File: src/design/wsw_pkg.sv
// Constants shared by the watchdog, sleep and wake control block
package wsw_pkg;

    // ------------------------------------------------------------
    // Clock and timing
    // ------------------------------------------------------------
    localparam int CLK_HZ          = 50_000_000;
    localparam int CLK_PERIOD_NS   = 20;
    localparam int TOSC_NS         = 20;
    localparam int WDT_PERIOD_US   = 18_000;
    localparam int OST_TOSC        = 1024;
    localparam int OST_CYCLES      = OST_TOSC * TOSC_NS / CLK_PERIOD_NS;
    localparam int OST_W           = 11;

    // ------------------------------------------------------------
    // Register indices (byte address is four times the index)
    // ------------------------------------------------------------
    localparam int            IDX_W          = 14;
    localparam logic [13:0]   IDX_STATUS     = 14'h0003;
    localparam logic [13:0]   IDX_OPTION     = 14'h0081;
    localparam logic [13:0]   IDX_CONFIG     = 14'h2007;

    // ------------------------------------------------------------
    // Reset values and field layout
    // ------------------------------------------------------------
    localparam logic [7:0]    OPTION_RESET   = 8'hff;
    localparam logic [7:0]    CONFIG_MASK    = 8'h7f;
    localparam int            OPT_PSA_BIT    = 3;
    localparam int            OPT_PS_LSB     = 0;
    localparam int            CFG_WATCHDOG_FUSE_ENABLE_BIT   = 2;
    localparam int            CFG_FOSC_LSB   = 0;
    localparam logic [1:0]    FOSC_RC        = 2'h3;
    localparam int            STAT_TO_BIT    = 4;
    localparam int            STAT_PD_BIT    = 3;
    localparam logic [31:0]   BUS_ZERO       = 32'h0000_0000;

    // ------------------------------------------------------------
    // Power control states
    // ------------------------------------------------------------
    typedef enum logic [1:0] {
        ST_RUN,
        ST_SLEEP,
        ST_START
    } wsw_state_type;

endpackage : wsw_pkg

File: src/design/wsw_top.sv
// Watchdog counter, shared prescaler and power-down / wake-up control
// Overview of operation
// - Watchdog counts its own RC oscillator ticks
// - Running timeout resets the whole device
// - Sleeping timeout wakes, execution simply continues
// - Fuse bit zero keeps watchdog disabled
// - Base timeout period is nominally 18 ms
// - Assigned prescaler stretches timeout up to 1:128
// - Clear or sleep zeroes counter and postscaler
// - Any timeout clears the timeout status flag
// - Sleep clears watchdog and power-down flag, sets timeout flag, stops oscillator
// - Port pins hold their state while asleep
// - Watchdog reset never drives master-clear pin
// - Wake on master clear, timeout, enabled interrupts
// - Wake needs individual enable, ignores global enable
// - Resume after sleep; vector only if global
// - Sleep prefetches the next sequential instruction
// - Pending enabled interrupt makes sleep wake immediately
// - Every wake-up zeroes the watchdog counter
// - Power-down flag set at power-up, cleared sleeping
// - Crystal modes wait 1024 periods after wake
// - Option bit 3 gives prescaler to watchdog
// - Prescaler count is never software visible
// - Watchdog ratio code 000 is 1:1, doubling
//
// The Wishbone register port was left to the implementer.
`timescale 1ns/100ps

module wsw_top
    import wsw_pkg::*;
#(
    parameter int RC_OSC_HZ      = 100_000,
    parameter int WDT_BASE_TICKS = WDT_PERIOD_US / 1000 * RC_OSC_HZ / 1000,
    parameter int OST_COUNT      = OST_CYCLES,
    parameter logic [7:0] CONFIG_RESET = 8'h7f
) (
    input  wire logic        CLK_I,
    input  wire logic        RST_N_I,
    input  wire logic        CE_I,
    // Wishbone slave
    input  wire logic [15:0] ADR_I,
    input  wire logic [31:0] DAT_I,
    input  wire logic [3:0]  SEL_I,
    input  wire logic        WE_I,
    input  wire logic        CYC_I,
    input  wire logic        STB_I,
    output logic      [31:0] DAT_O,
    output logic             ACK_O,
    // Pins
    input  wire logic        WDT_RC_OSC_I,
    input  wire logic        MASTER_CLEAR_PIN_N_I,
    // Processor core
    input  wire logic        SLEEP_INSTR_I,
    input  wire logic        CLEAR_WATCHDOG_INSTR_I,
    input  wire logic        GLOBAL_IRQ_ENABLE_I,
    input  wire logic [1:0]  IRQ_ENABLE_I,
    input  wire logic [1:0]  IRQ_FLAG_I,
    input  wire logic        TMR_TICK_I,
    input  wire logic        TMR_WRITE_I,
    output logic             TMR_INC_O,
    output logic             DEVICE_RESET_O,
    output logic             MAIN_OSC_DRIVE_EN_O,
    output logic             PORT_HOLD_O,
    output logic             SLEEPING_O,
    output logic             FETCH_NEXT_O,
    output logic             WAKE_O,
    output logic             VECTOR_JUMP_O,
    output logic             TIMEOUT_STATUS_FLAG_O,
    output logic             POWERDOWN_STATUS_FLAG_O
);

    // ------------------------------------------------------------
    // Helpers
    // ------------------------------------------------------------
    // Terminal count of the shared prescaler: watchdog 1:1..1:128,
    // timer 1:2..1:256
    function automatic logic [7:0] pre_term(input logic [2:0] ps, input logic for_wdt);
        pre_term = for_wdt ? (8'h7f >> (3'h7 - ps)) : (8'hff >> (3'h7 - ps));
    endfunction

    localparam logic [15:0] BASE_LAST = 16'(WDT_BASE_TICKS - 1);
    localparam logic [10:0] OST_LAST  = 11'(OST_COUNT - 1);

    // ------------------------------------------------------------
    // Pin synchronisers
    // ------------------------------------------------------------
    logic rc_s1_r, rc_s2_r, rc_s3_r, mc_s1_r, mc_s2_r;
    logic rc_s1_nxt, rc_s2_nxt, rc_s3_nxt, mc_s1_nxt, mc_s2_nxt;
    logic rc_tick, master_clear_pin_low;

    always_comb begin
        rc_s1_nxt = WDT_RC_OSC_I;
        rc_s2_nxt = rc_s1_r;
        rc_s3_nxt = rc_s2_r;
        mc_s1_nxt = MASTER_CLEAR_PIN_N_I;
        mc_s2_nxt = mc_s1_r;
    end

    always_ff @(posedge CLK_I) begin
        if (!RST_N_I) begin
            rc_s1_r <= 1'b0;
            rc_s2_r <= 1'b0;
            rc_s3_r <= 1'b0;
            mc_s1_r <= 1'b1;
            mc_s2_r <= 1'b1;
        end else if (CE_I) begin
            rc_s1_r <= rc_s1_nxt;
            rc_s2_r <= rc_s2_nxt;
            rc_s3_r <= rc_s3_nxt;
            mc_s1_r <= mc_s1_nxt;
            mc_s2_r <= mc_s2_nxt;
        end
    end

    // Free-running RC source, independent of the main oscillator
    assign rc_tick  = rc_s2_r & ~rc_s3_r;
    assign master_clear_pin_low = ~mc_s2_r;

    // ------------------------------------------------------------
    // Register file and Wishbone slave
    // ------------------------------------------------------------
    logic [7:0]  option_r, option_nxt;
    logic [7:0]  config_r, config_nxt;
    logic        ack_r, ack_nxt;
    logic [31:0] dat_r, dat_nxt;
    logic        to_flag_r, to_flag_nxt;
    logic        pd_flag_r, pd_flag_nxt;
    logic [13:0] bus_idx;
    logic        bus_req;
    logic        prescaler_assign_select;
    logic [2:0]  ps;
    logic        fuse_en;
    logic        rc_mode;

    assign bus_idx = ADR_I[15:2];
    assign bus_req = CYC_I & STB_I & ~ack_r;
    assign prescaler_assign_select     = option_r[OPT_PSA_BIT];
    assign ps      = option_r[OPT_PS_LSB +: 3];
    assign fuse_en = config_r[CFG_WATCHDOG_FUSE_ENABLE_BIT];
    assign rc_mode = (config_r[CFG_FOSC_LSB +: 2] == FOSC_RC);

    // The prescaler count has no address at all
    always_comb begin
        option_nxt = option_r;
        config_nxt = config_r;
        ack_nxt    = bus_req;
        dat_nxt    = BUS_ZERO;
        if (bus_req && WE_I && SEL_I[0]) begin
            case (bus_idx)
                IDX_OPTION: option_nxt = DAT_I[7:0];
                IDX_CONFIG: config_nxt = DAT_I[7:0] & CONFIG_MASK;
                default:    option_nxt = option_r;
            endcase
        end
        if (bus_req && !WE_I) begin
            case (bus_idx)
                IDX_OPTION: dat_nxt = {24'h000000, option_r};
                IDX_CONFIG: dat_nxt = {24'h000000, config_r};
                IDX_STATUS: dat_nxt = {24'h000000, 3'h0, to_flag_r, pd_flag_r, 3'h0};
                default:    dat_nxt = BUS_ZERO;
            endcase
        end
    end

    always_ff @(posedge CLK_I) begin
        if (!RST_N_I) begin
            option_r <= OPTION_RESET;
            config_r <= CONFIG_RESET & CONFIG_MASK;
            ack_r    <= 1'b0;
            dat_r    <= BUS_ZERO;
        end else if (CE_I) begin
            option_r <= option_nxt;
            config_r <= config_nxt;
            ack_r    <= ack_nxt;
            dat_r    <= dat_nxt;
        end
    end

    // ------------------------------------------------------------
    // Watchdog base counter and shared prescaler
    // ------------------------------------------------------------
    logic [15:0] base_r, base_nxt;
    logic [7:0]  pre_r, pre_nxt;
    logic        tmr_inc_r, tmr_inc_nxt;
    logic        base_wrap;
    logic        wdt_timeout;
    logic        wdt_clr;
    wsw_state_type state_r, state_nxt;

    assign base_wrap   = fuse_en & rc_tick & (base_r == BASE_LAST);
    assign wdt_timeout = base_wrap & (~prescaler_assign_select | (pre_r == pre_term(ps, 1'b1)));

    always_comb begin
        base_nxt    = base_r;
        pre_nxt     = pre_r;
        tmr_inc_nxt = 1'b0;
        if (!fuse_en) begin
            base_nxt = 16'h0000;
            if (prescaler_assign_select) begin
                pre_nxt = 8'h00;
            end
        end else if (wdt_clr) begin
            base_nxt = 16'h0000;
            if (prescaler_assign_select) begin
                pre_nxt = 8'h00;
            end
        end else if (rc_tick) begin
            base_nxt = base_wrap ? 16'h0000 : base_r + 16'h0001;
            if (prescaler_assign_select && base_wrap) begin
                pre_nxt = wdt_timeout ? 8'h00 : pre_r + 8'h01;
            end
        end
        // Timer side: clock stops with the main oscillator
        if (!prescaler_assign_select && state_r == ST_RUN) begin
            if (TMR_WRITE_I) begin
                pre_nxt = 8'h00;
            end else if (TMR_TICK_I) begin
                tmr_inc_nxt = (pre_r == pre_term(ps, 1'b0));
                pre_nxt     = tmr_inc_nxt ? 8'h00 : pre_r + 8'h01;
            end
        end else if (state_r == ST_RUN) begin
            tmr_inc_nxt = TMR_TICK_I & ~TMR_WRITE_I;
        end
    end

    always_ff @(posedge CLK_I) begin
        if (!RST_N_I) begin
            base_r    <= 16'h0000;
            pre_r     <= 8'h00;
            tmr_inc_r <= 1'b0;
        end else if (CE_I) begin
            base_r    <= base_nxt;
            pre_r     <= pre_nxt;
            tmr_inc_r <= tmr_inc_nxt;
        end
    end

    // ------------------------------------------------------------
    // Sleep, wake and reset control
    // ------------------------------------------------------------
    logic [10:0] ost_r, ost_nxt;
    logic        osc_en_r, osc_en_nxt;
    logic        hold_r, hold_nxt;
    logic        rst_r, rst_nxt;
    logic        fetch_r, fetch_nxt;
    logic        wake_r, wake_nxt;
    logic        vec_r, vec_nxt;
    logic        sleep_r, sleep_nxt;
    logic        irq_wake;

    // Global enable plays no part in waking
    assign irq_wake = |(IRQ_ENABLE_I & IRQ_FLAG_I);

    always_comb begin
        state_nxt   = state_r;
        ost_nxt     = ost_r;
        osc_en_nxt  = osc_en_r;
        hold_nxt    = hold_r;
        to_flag_nxt = to_flag_r;
        pd_flag_nxt = pd_flag_r;
        rst_nxt     = 1'b0;
        fetch_nxt   = 1'b0;
        wake_nxt    = 1'b0;
        vec_nxt     = 1'b0;
        wdt_clr     = 1'b0;
        if (master_clear_pin_low) begin
            // Pin reset: flags stay for the cause check
            state_nxt  = ST_RUN;
            osc_en_nxt = 1'b1;
            hold_nxt   = 1'b0;
            ost_nxt    = 11'h000;
            rst_nxt    = 1'b1;
            wdt_clr    = 1'b1;
        end else begin
            case (state_r)
                ST_RUN: begin
                    if (wdt_timeout) begin
                        // Internal only; the master-clear pin is input-only here
                        rst_nxt = 1'b1;
                        wdt_clr = 1'b1;
                    end else if (SLEEP_INSTR_I) begin
                        state_nxt   = ST_SLEEP;
                        wdt_clr     = 1'b1;
                        pd_flag_nxt = 1'b0;
                        to_flag_nxt = 1'b1;
                        osc_en_nxt  = 1'b0;
                        hold_nxt    = 1'b1;
                        fetch_nxt   = 1'b1;
                    end else if (CLEAR_WATCHDOG_INSTR_I) begin
                        wdt_clr     = 1'b1;
                        to_flag_nxt = 1'b1;
                        pd_flag_nxt = 1'b1;
                    end
                end
                ST_SLEEP: begin
                    // A pending enabled flag at entry wakes on the next cycle
                    if (wdt_timeout || irq_wake) begin
                        wdt_clr = 1'b1;
                        if (rc_mode) begin
                            state_nxt  = ST_RUN;
                            osc_en_nxt = 1'b1;
                            hold_nxt   = 1'b0;
                            wake_nxt   = 1'b1;
                            vec_nxt    = GLOBAL_IRQ_ENABLE_I & ~wdt_timeout;
                        end else begin
                            state_nxt  = ST_START;
                            osc_en_nxt = 1'b1;
                            ost_nxt    = 11'h000;
                        end
                    end
                end
                ST_START: begin
                    if (ost_r == OST_LAST) begin
                        state_nxt = ST_RUN;
                        hold_nxt  = 1'b0;
                        wake_nxt  = 1'b1;
                        vec_nxt   = GLOBAL_IRQ_ENABLE_I & irq_wake;
                        ost_nxt   = 11'h000;
                    end else begin
                        ost_nxt = ost_r + 11'h001;
                    end
                end
                default: begin
                    state_nxt = ST_RUN;
                end
            endcase
        end
        // Timeout wins over any same-cycle set of the flag
        if (wdt_timeout) begin
            to_flag_nxt = 1'b0;
        end
        sleep_nxt = (state_nxt != ST_RUN);
    end

    always_ff @(posedge CLK_I) begin
        if (!RST_N_I) begin
            state_r   <= ST_RUN;
            ost_r     <= 11'h000;
            osc_en_r  <= 1'b1;
            hold_r    <= 1'b0;
            to_flag_r <= 1'b1;
            pd_flag_r <= 1'b1;
            rst_r     <= 1'b0;
            fetch_r   <= 1'b0;
            wake_r    <= 1'b0;
            vec_r     <= 1'b0;
            sleep_r   <= 1'b0;
        end else if (CE_I) begin
            state_r   <= state_nxt;
            ost_r     <= ost_nxt;
            osc_en_r  <= osc_en_nxt;
            hold_r    <= hold_nxt;
            to_flag_r <= to_flag_nxt;
            pd_flag_r <= pd_flag_nxt;
            rst_r     <= rst_nxt;
            fetch_r   <= fetch_nxt;
            wake_r    <= wake_nxt;
            vec_r     <= vec_nxt;
            sleep_r   <= sleep_nxt;
        end
    end

    // ------------------------------------------------------------
    // Outputs
    // ------------------------------------------------------------
    assign DAT_O                   = dat_r;
    assign ACK_O                   = ack_r;
    assign TMR_INC_O               = tmr_inc_r;
    assign DEVICE_RESET_O          = rst_r;
    assign MAIN_OSC_DRIVE_EN_O     = osc_en_r;
    assign PORT_HOLD_O             = hold_r;
    assign SLEEPING_O              = sleep_r;
    assign FETCH_NEXT_O            = fetch_r;
    assign WAKE_O                  = wake_r;
    assign VECTOR_JUMP_O           = vec_r;
    assign TIMEOUT_STATUS_FLAG_O   = to_flag_r;
    assign POWERDOWN_STATUS_FLAG_O = pd_flag_r;

endmodule // wsw_top

File: config.mk
export PLATFORM = sky130hd
export DESIGN_NAME = wsw_top
export DESIGN_NICKNAME = d
export VERILOG_FILES = /design/src/design/wsw_pkg.sv /design/src/design/wsw_top.sv
export SDC_FILE = /design/constraint.sdc
export NUM_CORES = 1
export LEC_CHECK = 0
export ABC_AREA = 1
export BUFFER_PORTS_ARGS = -buffer_cell sky130_fd_sc_hd__buf_4
export CAP_MARGIN = 20
export CORE_MARGIN = 10
export CORE_UTILIZATION = 45
export CTS_CLUSTER_DIAMETER = 100
export DETAILED_ROUTE_END_ITERATION = 6
export HOLD_SLACK_MARGIN = 0.12
export PLACE_DENSITY = 0.77
export SLEW_MARGIN = 20
export SYNTH_ARGS = -nofsm -noshare
export SYNTH_HDL_FRONTEND = slang
export SYNTH_SLANG_ARGS = --single-unit
File: constraint.sdc
create_clock -name CLK_I -period 2.85 [get_ports CLK_I]
set_input_delay 0.285 -clock CLK_I [delete_from_list [all_inputs] [get_ports CLK_I]]
set_output_delay 0.285 -clock CLK_I [all_outputs]
set_load 0.01 [all_outputs]
Word-level counts from Yosys, hierarchy flattened
Cells that the tools add are included.
W data, S select, Z words.
- bits in registers: 100
- input bits: 69
- output and inout bits: 43
- logic and storage cells: 161
- add/subtract/negate cells: 4
- equal/unequal tests: 20
- shifts and indexed selects: 2
- multiplexer cells: 73
- bitwise logic cells: 16
- reduce and logical (&&, ||, !) cells: 23
- operator list (operator ; number):
    $mux W8 ; 11
    $mux W16 ; 4
    $mux W11 ; 4
    $mux W1 ; 40
    $pmux W8 S3 ; 1
    $pmux W11 S2 ; 1
    $ne A3 B3 Y1 const B ; 6
    $add A16 B1 Y16 const B ; 1
    $eq A16 B11 Y1 const B ; 1
    $eq A8 B8 Y1 ; 2
    $eq A14 B14 Y1 const B ; 1
    $eq A14 B2 Y1 const B ; 1
    $eq A14 B8 Y1 const B ; 1
    $mux W2 ; 6
    $add A11 B1 Y11 const B ; 1
    $eq A11 B10 Y1 const B ; 1
    $reduce_and A5 Y1 ; 2
    $and A1 B1 Y1 ; 9
    $add A8 B1 Y8 const B ; 1
    $pmux W1 S2 ; 4
    $reduce_and A4 Y1 ; 2
    $reduce_bool A2 Y1 ; 4
    $shr A7 B3 Y8 const A ; 1
    $shr A8 B3 Y8 const A ; 1
    other kinds (20) ; 32

Longest topological paths before layout
- depth in word-level cells: 14
- gate-level depth with buffers: 19
- gate-level depth less buffers: 17

Worst setup path before layout
Ideal clock, no wire load.
- kind: flip-flop to flip-flop
- from: register base_r[0]
- to: register base_r[14]
- setup time: 0.114 ns
- arrival: 1.852 ns
- data required time: 2.736 ns
- slack: 0.884 ns
- cell stages (with the launch flop): 17
- path buffers: 2
- period minus slack after synthesis: 1.966 ns
- cell sequence: dfxtp_1 ha_1 nand2_1 inv_1 nand2_1 nor2_1 nand3_1 inv_1 nand3_2 nand2_1 inv_2 buf_4 nand3_4 buf_6 nor2_1 a21oi_1 nor2_1
- longest elaborated chain between the ends: 9
- elaborated cells on any way between the ends: 15
- those cells by class: 1 x add/sub; 2 x eq/ne; 8 x mux; 2 x bitwise; 2 x reduce/logical
- ends and longest elaborated chain (item ; line ; RTL):
    start: declaration ; wsw_top.sv:182 ; logic [15:0] base_r, base_nxt;
    start signal: assignment ; wsw_top.sv:232 ; base_r <= base_nxt;
    $eq A16 B11 Y1 ; wsw_top.sv:190 ; assign base_wrap = fuse_en & rc_tick & (base_r == BASE_LAST);
    $and A1 B1 Y1 ; wsw_top.sv:190 ;
    $and A1 B1 Y1 ; wsw_top.sv:191 ; assign wdt_timeout = base_wrap & (~prescaler_assign_select | (pre_r == pre_term(ps, 1'b1)));
    $logic_or A1 B1 Y1 ; wsw_top.sv:297 ; if (wdt_timeout || irq_wake) begin
    $mux W1 ; wsw_top.sv:297 ;
    $pmux W1 S2 ; wsw_top.sv:275 ; case (state_r)
    $mux W1 ; wsw_top.sv:266 ; if (master_clear_pin_low) begin
    $ne A3 B2 Y1 (no source line) or $mux W16 (tied branches) ; - ;
    $reduce_and A2 Y1 (no source line) or $mux W16 (tied branches) ; - ;
Parallel ways exist; a longest one is shown, timed or not. The select of a mux whose other input is x is not followed.
A chain may end at the register's enable or synchronous reset.

Final worst setup path
- from: register option_r[2]
- to: register base_r[2]
- longest elaborated chain between the ends: 11
- elaborated cells on any way between the ends: 14
- those cells by class: 1 x add/sub; 2 x eq/ne; 1 x shift; 6 x mux; 2 x bitwise; 2 x reduce/logical
- ends and longest elaborated chain (item ; line ; RTL):
    start: declaration ; wsw_top.sv:122 ; logic [7:0] option_r, option_nxt;
    start signal: assignment ; wsw_top.sv:172 ; option_r <= option_nxt;
    $sub A3 B3 Y3 (*) ; wsw_top.sv:78 ; pre_term = for_wdt ? (8'h7f >> (3'h7 - ps)) : (8'hff >> (3'h7 - ps));
    $shr A7 B3 Y8 (*) ; - ;
    $eq A8 B8 Y1 (*) ; wsw_top.sv:191 ;
    $or A1 B1 Y1 (*) ; wsw_top.sv:191 ;
    $and A1 B1 Y1 (*) ; wsw_top.sv:191 ;
    $logic_or A1 B1 Y1 ; wsw_top.sv:297 ;
    $mux W1 ; wsw_top.sv:297 ;
    $pmux W1 S2 (*) ; wsw_top.sv:275 ;
    $mux W1 (*) ; wsw_top.sv:266 ;
    $ne A3 B2 Y1 (no source line) or $mux W16 (tied branches) ; - ;
    $reduce_and A2 Y1 (no source line) or $mux W16 (tied branches) ; - ;
Mark *: on every way between the ends. The rest lies on a longest branch, timed or not.

==> metrics.yaml <==
status:
  status: "completed"
timing:
  layout_min_cycle_time_ns: 2.440
  setup_violations: 0
  finClkSkew_ns: 0.01326
  period_share_pct: 85.63
  rsz0062_at_grt: "no"
  worst_slew_pin_slew_ns: 0.9823
  finalSetupTns_ns: 0
  slew_headroom_pct: 34.01
  fmax_ghz: 0.4098
  drv_slew: 0
  final_hold_viol_count: 0
setup_path:
  crit_type: "flop to flop"
  worstPathMaxFanout: 15
  r2r_cells: 16
  cp-end-kind: "flop"
  worstPathRequired_ns: 3.15
  worstPathArrival_ns: 2.74
  crit_path_start_kind: "flop"
detailed_routing:
  detail_route.wirelength_mm: 13.17
  drc: 0
  dr_wl_met2_mm: 5.797
  drtIter0Drc: 428
  wire_per_inst_microns: 13.32
  wl_met1_mm: 5.961
  ant_nets: 0
  viasPerCell: 5.135
  wl_met3_mm: 1.085
  dr.pass1.iters: 5
  vias: 5079
  routed.top_layer: "met4"
yosys:
  synth_area_sq_um: 5042
  ys_async_sr_fraction_pct: 0
  ys_warn_count: 0
  synth_top_flop_cell: "dfxtp_1"
  synth_seq_cells: 76
  syn_inst: 798
  avgSynthCellArea_sq_um: 6.319
  ys_types: 40
  ys_seq_area_share_pct: 30.17
  synth_edf_count: 0
clocking:
  clk_pin_slew_ns: 0.08
  cts_inserted_buffers: 9
  htreeDepth: 3
  clkLatencyLatePin_ns: 0.37
  ctsHoldBuffers: 0
  cts.sinks: 76
  clock_path_buffers: 2
  cts_tree: "yes"
  cts_root_buffer: "clkbuf_8"
  post_cts_buffers: 0
  cts_resized: 0
floorplan:
  core-area_sq_um: 10890
  rows: 38
  fp.dieArea_sq_um: 15840
  start_util_pct: 46.31
  die_w_microns: 125.9
  dieHeight_microns: 125.9
  ios: 112
final_layout:
  diodes: 0
  drive_above_1_share_pct: 13.78
  layout_commonest_cell: "nand2_1"
  area_delta_synth_final_pct: 12.56
  final_net_count: 920
  layout_common_cells: "nand2_1 (220), nor2_1 (92), inv_1 (80)"
place:
  io_buffers: 58
  globalplace.congestion: 0.9448
  dpl.hpwl_mm: 9.876
flow_run:
  maxCapViolations: 0
grt:
  grt_pass1_wl_mm: 22.22
  grt_pass1_vias: 4693
  grt_max_degree: 38
  grt.overflow.total: 0
  antenna_found_initial: 0
  grtUsageTotal_pct: 16.30
hold_path:
  holdPathStages: 3
  min_path_type: "input pin to flop"
power_and_ir_drop:
  finalPower_uw: 2345
  powerDensity_nw_per_um2: 413.2
  ir_drop_uv: 194.5
  power.leakage_uw: 0.002613
==> final timing paths <==
check             slack, ns                  from   endpoint
setup / recovery       0.41           option_r[2]  base_r[2]
hold / removal         0.13  MASTER_CLEAR_PIN_N_I    mc_s1_r
setup reg to reg       0.41           option_r[2]  base_r[2]
hold reg to reg        0.46             ost_r[10]  ost_r[10]
==> logic make-up after synthesis <==
logic type      after synthesis  share of synthesized area [%]
compound gates               95                          10.89
other cells                   1                        0.07437
flops                        76                          30.17
fa+ha+maj                     7                          1.737
simple gates                458                          40.42
buf+inv                     142                          13.40
xor+xnor                     19                          3.300
==> metal layers <==
| metal | up-vias | global-route usage [%] |
|---|---|---|
| met5 | - | 0 |
| met4 | 0 | 7.502 |
| met3 | 24 | 4.488 |
| met2 | 191 | 25.35 |
| met1 | 2252 | 20.52 |
| li1 | 2612 | - |
==> sequential cells by signal, summed over array words and instances (netlist names), 2 cells and up <==
signal / count
DAT_O: 8
base_r: 16
config_r: 7
option_r: 8
ost_r: 11
pre_r: 8
state_r: 2
==> power breakdown <==
part	leakage (uW)	switching [uW]	internal (uW)	total (uW)
Combinational	0.00189	203	112	314
Clock	0.000107	403	516	920
Sequential	0.000617	22.9	1090	1110
Total	0.00261	629	1720	2350
==> worst max-delay path, stage by stage (launching register included) <==
cell and delay, ns:
dfxtp_1 0.61, buf_4 0.20, nand3_1 0.07, nand2_1 0.07
inv_1 0.03, nand2_1 0.06, nor2_2 0.05, nand2_4 0.12
nand2_4 0.09, nand2_4 0.10, nand2_2 0.07, nand2_2 0.10
buf_4 0.20, nand3_4 0.22, nor3_1 0.20, nor2_1 0.06
nor2_1 0.10
==> cell usage after synthesis, types with 3 or more instances <==
cell / number / area share, %
o22ai_1: 5 / 0.62
nand2_2: 6 / 0.74
nor3_1: 13 / 1.3
nand3_2: 3 / 0.60
clkbuf_1: 17 / 1.3
inv_1: 80 / 6.0
nand2_1: 220 / 16
o211ai_1: 16 / 2.4
ha_1: 7 / 1.7
nor2_2: 7 / 0.87
a21oi_1: 46 / 4.6
buf_4: 26 / 3.9
buf_2: 6 / 0.60
nand2_4: 5 / 1.1
nor2_1: 92 / 6.8
nor4_1: 7 / 0.87
dfxtp_1: 76 / 30
buf_6: 5 / 1.1
nand3_1: 78 / 7.7
xor2_1: 18 / 3.1
nor3_2: 3 / 0.60
o21ai_0: 22 / 2.2
inv_2: 5 / 0.37
nand4_1: 13 / 1.6
==> layout make-up <==
type                       count  area, sq um
clock buffer                  12        145.1
clock inverter                 4        72.57
fill                        1102         5213
inverter                      87        326.6
multi-input combinational    603         2932
sequential                    76         1521
tap                          140        175.2
timing repair buffer          67        503.0
==> stage by stage <==
stage          setup WS [ns]  hold WS (ns)  instances  utilization [%]  cell area (sq um)
2_1_floorplan         0.8842        0.3961        821                -               5129
3_3_place_gp          0.4674        0.4457        973            50.13               5458
3_5_place_dp          0.4496        0.4466        973            50.13               5458
4_1_cts               0.4257        0.1272        989            52.13               5675
5_1_grt               0.1806        0.1364        989            52.13               5675
6_report              0.4095        0.1310        989            52.13               5675
No activity file was read; power rests on OpenSTA's default activity.
